### src/inc/rx_cdr_pkg.sv
// Shared constants and types for the receive clock and data recovery block
package rx_cdr_pkg;

    // ------------------------------------------------------------
    // Oversampling and voting positions
    // ------------------------------------------------------------
    localparam logic [4:0] SPB_NORMAL        = 5'h10;
    localparam logic [4:0] SPB_DOUBLE        = 5'h08;
    localparam logic [4:0] VOTE_FIRST_NORMAL = 5'h08;
    localparam logic [4:0] VOTE_LAST_NORMAL  = 5'h0a;
    localparam logic [4:0] VOTE_FIRST_DOUBLE = 5'h04;
    localparam logic [4:0] VOTE_LAST_DOUBLE  = 5'h06;
    localparam logic [4:0] SAMPLE_FIRST      = 5'h01;

    // ------------------------------------------------------------
    // Frame size and reset values
    // ------------------------------------------------------------
    localparam logic [3:0] BITS_MIN       = 4'h5;
    localparam logic [3:0] BITS_MAX       = 4'ha;
    localparam int         FRAME_W        = 10;
    localparam logic [9:0] FRAME_RST      = 10'h000;
    localparam int         DIV_W_DEFAULT  = 12;

    // ------------------------------------------------------------
    // Receiver phase
    // ------------------------------------------------------------
    typedef enum logic [1:0] {
        ST_IDLE  = 2'b00,
        ST_START = 2'b01,
        ST_DATA  = 2'b10,
        ST_STOP  = 2'b11
    } rx_phase_t;

endpackage

### src/rtl/baud_tick_gen.sv
// Oversampling tick generator driven by the baud divider value
`timescale 1ns/1ps
module baud_tick_gen
    import rx_cdr_pkg::*;
#(
    parameter int DIV_W = DIV_W_DEFAULT
) (
    input  wire logic             sys_clk,
    input  wire logic             sys_rst,
    input  wire logic [DIV_W-1:0] baud_divider_value,
    output logic                  tick
);

    if (DIV_W < 1) begin : g_bad_width
        $error("baud_tick_gen: DIV_W must be at least 1");
    end

    typedef struct packed {
        logic [DIV_W-1:0] cnt;
        logic             tick;
    } tick_state_t;

    tick_state_t q;
    tick_state_t d;

    // ------------------------------------------------------------
    // Down counter, one tick every divider+1 clocks
    // ------------------------------------------------------------
    always_comb begin
        d      = q;
        d.tick = 1'b0;
        if (q.cnt == '0) begin
            d.cnt  = baud_divider_value;
            d.tick = 1'b1;
        end else begin
            d.cnt = q.cnt - 1'b1;
        end
    end

    always_ff @(posedge sys_clk or posedge sys_rst) begin
        if (sys_rst) begin
            q <= '0;
        end else begin
            q <= d;
        end
    end

    assign tick = q.tick;
endmodule

### src/rtl/async_rx_cdr.sv
// Receive clock and data recovery for an asynchronous serial line
`timescale 1ns/1ps
// Function
// [RULE_01] Oversample 16x normal, 8x double speed
// [RULE_02] Double speed select one picks 8x
// [RULE_03] Idle-to-low transition starts start detection
// [RULE_04] Start votes: samples 8,9,10 or 4,5,6
// [RULE_05] Majority high start is noise, resume search
// [RULE_06] Resynchronise bit timing on every start
// [RULE_07] Per-bit state counter, 16 or 8 states
// [RULE_08] Bit value is majority of centre samples
// [RULE_09] Recover data, parity, first stop only
// [RULE_10] Stop voted zero sets framing error
// [RULE_11] New edge accepted right after stop vote
// [RULE_12] Five to ten data plus parity bits
// [RULE_13] Double speed halves prescale, doubles bitrate
// [RULE_14] Two-stage synchroniser on serial input
// [RULE_15] Sampling advances only on oversampling tick
module async_rx_cdr
    import rx_cdr_pkg::*;
#(
    parameter int DIV_W = DIV_W_DEFAULT
) (
    input  wire logic             sys_clk,
    input  wire logic             sys_rst,
    input  wire logic             rx_serial,
    input  wire logic             double_speed_select,
    input  wire logic [DIV_W-1:0] baud_divider_value,
    input  wire logic [3:0]       frame_bits,
    output logic [FRAME_W-1:0]    frame_data,
    output logic                  frame_valid,
    output logic                  framing_error_flag,
    output logic                  start_rejected
);

    if (DIV_W < 1) begin : g_bad_width
        $error("async_rx_cdr: DIV_W must be at least 1");
    end

    // ------------------------------------------------------------
    // Helpers
    // ------------------------------------------------------------
    function automatic logic maj3(input logic [2:0] v);
        maj3 = (v[0] & v[1]) | (v[0] & v[2]) | (v[1] & v[2]);
    endfunction

    function automatic logic [4:0] spb(input logic ds);
        spb = ds ? SPB_DOUBLE : SPB_NORMAL; // see RULE_13
    endfunction

    function automatic logic in_vote(input logic [4:0] c, input logic ds);
        if (ds) begin
            in_vote = (c >= VOTE_FIRST_DOUBLE) && (c <= VOTE_LAST_DOUBLE);
        end else begin
            in_vote = (c >= VOTE_FIRST_NORMAL) && (c <= VOTE_LAST_NORMAL);
        end
    endfunction

    function automatic logic vote_end(input logic [4:0] c, input logic ds);
        vote_end = c == (ds ? VOTE_LAST_DOUBLE : VOTE_LAST_NORMAL);
    endfunction

    // Out-of-range sizes are clamped rather than left undefined
    function automatic logic [3:0] clamp_bits(input logic [3:0] b);
        if (b < BITS_MIN) begin
            clamp_bits = BITS_MIN;
        end else if (b > BITS_MAX) begin
            clamp_bits = BITS_MAX;
        end else begin
            clamp_bits = b;
        end
    endfunction

    // ------------------------------------------------------------
    // State
    // ------------------------------------------------------------
    typedef struct packed {
        logic               meta;
        logic               sync;
        logic               last_s;
        rx_phase_t          st;
        logic [4:0]         cnt;
        logic               ds;
        logic [3:0]         nbits;
        logic [3:0]         bit_idx;
        logic [2:0]         votes;
        logic [FRAME_W-1:0] shift;
        logic [FRAME_W-1:0] data;
        logic               valid;
        logic               fe;
        logic               rej;
    } rx_state_t;

    rx_state_t q;
    rx_state_t d;
    logic      tick;
    logic      bit_v;

    baud_tick_gen #(
        .DIV_W (DIV_W)
    ) u_tick (
        .sys_clk            (sys_clk),
        .sys_rst            (sys_rst),
        .baud_divider_value (baud_divider_value),
        .tick               (tick)
    ); // see RULE_15

    // ------------------------------------------------------------
    // Next state
    // ------------------------------------------------------------
    always_comb begin
        d       = q;
        bit_v   = maj3({q.votes[1:0], q.sync}); // see RULE_08
        d.valid = 1'b0;
        d.rej   = 1'b0;
        d.meta  = rx_serial; // see RULE_14
        d.sync  = q.meta; // see RULE_14
        if (tick) begin // see RULE_15
            d.last_s = q.sync;
            if (q.st == ST_IDLE) begin
                if (q.last_s && !q.sync) begin // see RULE_03
                    d.st      = ST_START;
                    d.cnt     = SAMPLE_FIRST; // see RULE_06
                    d.ds      = double_speed_select; // see RULE_02
                    d.nbits   = clamp_bits(frame_bits); // see RULE_12
                    d.bit_idx = 4'h0;
                    d.shift   = FRAME_RST;
                    d.votes   = 3'h0;
                end
            end else begin
                if (in_vote(q.cnt, q.ds)) begin // see RULE_04
                    d.votes = {q.votes[1:0], q.sync};
                end
                // Bit length follows the prescale chosen at the start edge
                if (q.cnt == spb(q.ds)) begin // see RULE_07
                    d.cnt = SAMPLE_FIRST;
                end else begin
                    d.cnt = q.cnt + 5'h01; // see RULE_01
                end
                case (q.st)
                    ST_START: begin
                        if (vote_end(q.cnt, q.ds) && bit_v) begin // see RULE_05
                            d.st  = ST_IDLE;
                            d.rej = 1'b1;
                        end else if (q.cnt == spb(q.ds)) begin
                            d.st = ST_DATA;
                        end
                    end
                    ST_DATA: begin
                        if (vote_end(q.cnt, q.ds)) begin
                            d.shift[q.bit_idx] = bit_v; // see RULE_09
                            d.bit_idx          = q.bit_idx + 4'h1;
                        end
                        if ((q.cnt == spb(q.ds)) && (q.bit_idx == q.nbits)) begin
                            d.st = ST_STOP;
                        end
                    end
                    ST_STOP: begin
                        // Only the first stop bit is looked at
                        if (vote_end(q.cnt, q.ds)) begin // see RULE_09
                            d.data  = q.shift;
                            d.fe    = !bit_v; // see RULE_10
                            d.valid = 1'b1;
                            d.st    = ST_IDLE; // see RULE_11
                        end
                    end
                    default: begin
                        d.st = ST_IDLE;
                    end
                endcase
            end
        end
    end

    always_ff @(posedge sys_clk or posedge sys_rst) begin
        if (sys_rst) begin
            q        <= '0;
            q.meta   <= 1'b1;
            q.sync   <= 1'b1;
            q.last_s <= 1'b1;
            q.st     <= ST_IDLE;
            q.data   <= FRAME_RST;
            q.shift  <= FRAME_RST;
        end else begin
            q <= d;
        end
    end

    assign frame_data         = q.data;
    assign frame_valid        = q.valid;
    assign framing_error_flag = q.fe;
    assign start_rejected     = q.rej;
endmodule

### config.mk
export PLATFORM = sky130hd
export DESIGN_NAME = async_rx_cdr
export DESIGN_NICKNAME = d
export VERILOG_FILES = /design/src/inc/rx_cdr_pkg.sv /design/src/rtl/baud_tick_gen.sv /design/src/rtl/async_rx_cdr.sv
export SDC_FILE = /design/constraint.sdc
export NUM_CORES = 1
export LEC_CHECK = 0
export ABC_AREA = 1
export BUFFER_PORTS_ARGS = -buffer_cell sky130_fd_sc_hd__buf_2
export CAP_MARGIN = 20
export CORE_UTILIZATION = 50
export DETAILED_ROUTE_END_ITERATION = 8
export PLACE_DENSITY_LB_ADDON = 0.15
export SETUP_SLACK_MARGIN = 0.02
export SLEW_MARGIN = 10
export SYNTH_ARGS = -nofsm -noshare
export SYNTH_HDL_FRONTEND = slang
export SYNTH_SLANG_ARGS = --single-unit
### constraint.sdc
create_clock -name sys_clk -period 2.2 [get_ports sys_clk]
set_input_delay 0.22 -clock sys_clk [delete_from_list [all_inputs] [get_ports sys_clk]]
set_output_delay 0.22 -clock sys_clk [all_outputs]
set_load 0.02 [all_outputs]
---- Yosys cells after proc, flatten, opt, wreduce, memory -nomap -nowiden ----
Index checks and enable logic that the tools add are counted.
storage, ports and cells
  bits in registers ....................... 57
  input port bits ......................... 20
cells by class
  $add $sub $neg .......................... 3
  $lt $le $gt $ge ......................... 8
  equality and inequality tests ........... 10
  muxes and demuxes ....................... 32
  bitwise gates (word level) .............. 6
  reductions and logical operators ........ 19
operators by type and width
  operator               number
  $mux 29                1
  $mux 10                2
  $mux 4                 5
  $mux 17                1
  $logic_not 12->1       1
  $mux 12                1
  $mux 2                 6
  $sub 12x1->12 const B  1
  $bwmux 10              1
  $mux 5                 2
  $mux 3                 3
  $reduce_and 4->1       2
  $mux 1                 7
  $mux 7                 1
  $logic_and 1x1->1      6
  $ne 3x3->1 const B     2
  $pmux 2 s3             1
  $reduce_and 3->1       2
  $reduce_bool 2->1      3
  $add 5x1->5 const B    1
  $eq 5x4->1             1
  $eq 5x5->1             1
  $ge 5x3->1 const B     1
  $ge 5x4->1 const B     1
  20 further kinds       25

---- Logic depth before layout (Yosys ltp) ----
  depth after elaboration ................. 8
  gate-level depth with buffers ........... 12

---- Modules after synthesis ----
From an unflattened synthesis, not the netlist that was laid out.
unflattened totals
  cells, all modules ...................... 417
  area total of the unflattened synthesis .. 3305.7 sq um
modules (own cells, without submodules)
  module         instances  cells each  area each (sq um)
  async_rx_cdr   1          302         2459.9
  baud_tick_gen  1          115         845.8

---- Worst setup path after synthesis ----
OpenSTA, ideal clock, no wires.
  kind .................................... register to register
  start point ............................. reg q[40] (netlist bit)
  end point ............................... reg q[17] (netlist bit)
  data arrival time ....................... 1.500 ns
  slack ................................... 0.580 ns
  stages on the path, launching flop included .. 11
  cell sequence ........................... dfrtp_1 -> inv_1 -> ha_1 -> nand3b_1 -> o21ai_2 -> nand2_2 -> a21oi_4 -> buf_6 -> o21ai_0 -> nand2_1 -> o21ai_1
on the way
  longest elaborated chain between the ends .. 3
  elaborated cells between the ends (all ways) .. 7
  classes of those cells .................. 2 x eq/ne; 1 x mux; 4 x reduce/logical
RTL lines
  what                                                                     line                                      source
  start, declared                                                          async_rx_cdr.sv:94                        rx_state_t q;
  $eq 2x2->1 / $logic_not 2->1 (equally long branches)                     async_rx_cdr.sv:140, async_rx_cdr.sv:120
  $reduce_bool 2->1 (no source line) / $ne 2x1->1 (equally long branches)  -
  $reduce_and 4->1 (no source line)                                        -
Parallel ways exist; a longest one is shown, timed or not.
A chain may end at the register's enable or synchronous reset.

---- Worst setup path after layout ----
Ends and elaborated chain as after synthesis.

==> run metrics <==
status finished, final reports clean; Hold Fails Final Rpt 0; antenna violations before repair 0; Critical Setup Path Class reg -> reg; Setup TNS Final 0 ps; Final Cell Area 3510 µm²; average wire per standard cell 11.7 µm; WL met1 3010 µm; unrepaired setup endpoints after global routing false; peak supply drop 0.000335 V; H-tree Lvls 3; total core area 5960 µm²; max_slew headroom 47.3%; syn_nets 432; die height 80.7 µm; final design utilization 59.0%; GR Overflow Total 0; DRT Wirelength 6070 µm; DR pass1 iterations 4; Slew @ Worst Pin 789 ps; fmax 0.530 GHz; DIE WIDTH 80.7 µm; max-slew violations 0; fin crit share 85.8%; Final nets 470; min Tclk post-route 1890 ps; leak pwr 1.76 nW; critical path endpoint category register; met3 wire len 203 µm; via count 2584; post-synth top area share 43.6%; vias in the first global route 2385; CTS tree built; Syn Std Cell Area 3100 µm²; maxcap violations 0; CTS root buf clkbuf_8; share of layout cells above drive strength 1 15.4%; crit path max fanout 14; dpl hpwl 4490 µm; Starting Density 52.1%; WP data arrival 2140 ps; area leader, netlist dfrtp_1; Hold WC Path Type in -> async; layout overhead on the synthesized area 13.4%; YS warnings 0; hold slack 30.4 ps; DR iter-0 viols 165; Worst EP required 2460 ps; count of cell types in the netlist 35; largest cells by area after synthesis dfrtp_1 44%, nand2_1 12%, nor2_1 6.5%, inv_1 6.4%, ha_1 5.2%; Post-Place Cell Area 3300 µm²; DR DRC count 0; Max Root-Sink Buffers 2; clk sinks 57; pwr/cell area 562 nW/µm²; DRT antenna net count 0; largest net degree at the start of global routing 40; uppermost layer routed met4; cells after synthesis 399; count of final setup violators 0; GPL Wtd Cong 0.893; IO Count 33; Clk Latency, worst-skew pair 340 ps; Filler cells 569; CP startpoint kind register; routed vias/inst 5.00; Antenna Cells 0; die area 6520 µm²; total power 1.98 mW; I/O Buffers 32; post_cts resized 0; gr usage total 21.3%; wire length on met2 2720 µm; post-synthesis sequential area ratio 46.1%; first-pass GRT wire length 10500 µm; cts bufs inserted 9; FF+latch count, synth 57; Worst-path clk slew 70 ps; Syn Area/Cell 7.77 µm²; FP Rows 28; Clock Skew 10.5 ps
layer usage:
layer  global-route usage (%)  vias up
li1                         -     1340
met1                     28.3     1184
met2                     33.5       47
met3                     4.04       13
met4                     10.4        0
met5                        0        -
what timing repair did:
item,4_1_cts,5_1_grt
setup endpoints to repair,0,7
endpoints found under the hold margin,1,0
setup buffers,0,2
hold buffers,1,0
power by group:
| part | internal (mW) | total [mW] | switching (mW) |
|---|---|---|---|
| clock network | 0.465 | 0.873 | 0.408 |
| registers | 1.05 | 1.05 | 0.00218 |
| logic | 0.0187 | 0.0491 | 0.0305 |
cell families after synthesis:
family,count (synthesis),synth area share [%]
AND/OR/NAND/NOR,197,26.4
buffers and inverters,70,10.0
AO/OA/AOI/OAI,57,10.8
flip-flops,57,46.1
adder cells (fa/ha/maj),13,5.25
XOR/XNOR,5,1.41
layout by cell type (no fill, tap or decap), types with 3 or more instances in the layout:
master,Yosys,final
dfstp_2,3,3
nor3_1,6,6
xor2_1,4,4
buf_2,2,32
nor2_1,54,54
buf_4,10,8
nand4_1,8,8
o21ai_1,8,8
nand2_1,100,100
nand3_1,23,23
ha_1,13,13
clkinv_2,0,3
dfrtp_1,54,54
inv_1,53,52
clkbuf_8,0,11
o21ai_0,28,28
a21oi_1,9,9
final cells by class:
class                      instances  area [µm²]  share of cell area, %
timing repair buffer              42         250                   7.12
sequential                        57        1430                   40.7
multi-input combinational        272        1360                   38.7
clock buffer                      13         159                   4.52
tap                               75        93.8                   2.67
clock inverter                     3        15.0                  0.427
inverter                          55         206                   5.87
metrics by stage:
step	setup WS (ps)	instances
after floorplan	580	399
after global placement	361	498
after detailed placement	222	498
after CTS	200	515
after global routing	131	517
final	313	517
synth_stat cells:
cell type  instances
a31oi_1            1
nand4_1            8
a21oi_4            2
o21ai_1            8
a211oi_1           1
buf_6              1
xnor2_1            1
o21ai_0           28
o31ai_1            1
nand3_2            1
clkbuf_1           2
dfrtp_1           54
inv_2              1
nand2_1          100
a21oi_1            9
ha_1              13
nand3b_1           1
a21o_1             1
buf_4             10
nor3_2             1
inv_1             53
nor3_1             6
o21bai_1           1
o21a_1             1
nor4_1             2
buf_2              2
nor2_1            54
o22ai_1            1
xor2_1             4
o21ai_2            2
nand2_2            1
nand3_1           23
a21oi_2            1
dfstp_2            3
clkinv_1           1
registers in the layout (all words and copies together) (netlist names):
name / count
q: 30
u_tick.q: 12
frame_data: 10
d: 1
frame_valid: 1
framing_error_flag: 1
start_rejected: 1
u_tick.tick: 1
critical path, cell delays in order, from the launching register on:
cell,delay (ps)
dfrtp_1,410
inv_1,90
ha_1,310
nand3b_1,170
o21ai_2,130
nand2_2,90
a21oi_4,140
buf_12,150
nand3_2,150
o21ai_1,170
final timing paths:
path / from / end / slack, ps / cells past startpoint
max in group asynchronous: sys_rst / frame_data[3]$_DFFE_PP0P_ / 1500 / 3
hold reg to reg: d[43]$_DFF_PP1_ / q[43]$_DFF_PP1_ / 360 / 0
hold / removal: sys_rst / u_tick.q[11]$_DFF_PP0_ / 30 / 2
setup / recovery: q[40]$_DFFE_PP0P_ / q[17]$_DFFE_PP0P_ / 310 / 9
setup reg to reg: q[40]$_DFFE_PP0P_ / q[17]$_DFFE_PP0P_ / 310 / 9
min in group sys_clk: baud_divider_value[8] / u_tick.q[9]$_DFF_PP0_ / 70 / 3
Power figures use the tool's default switching activity.
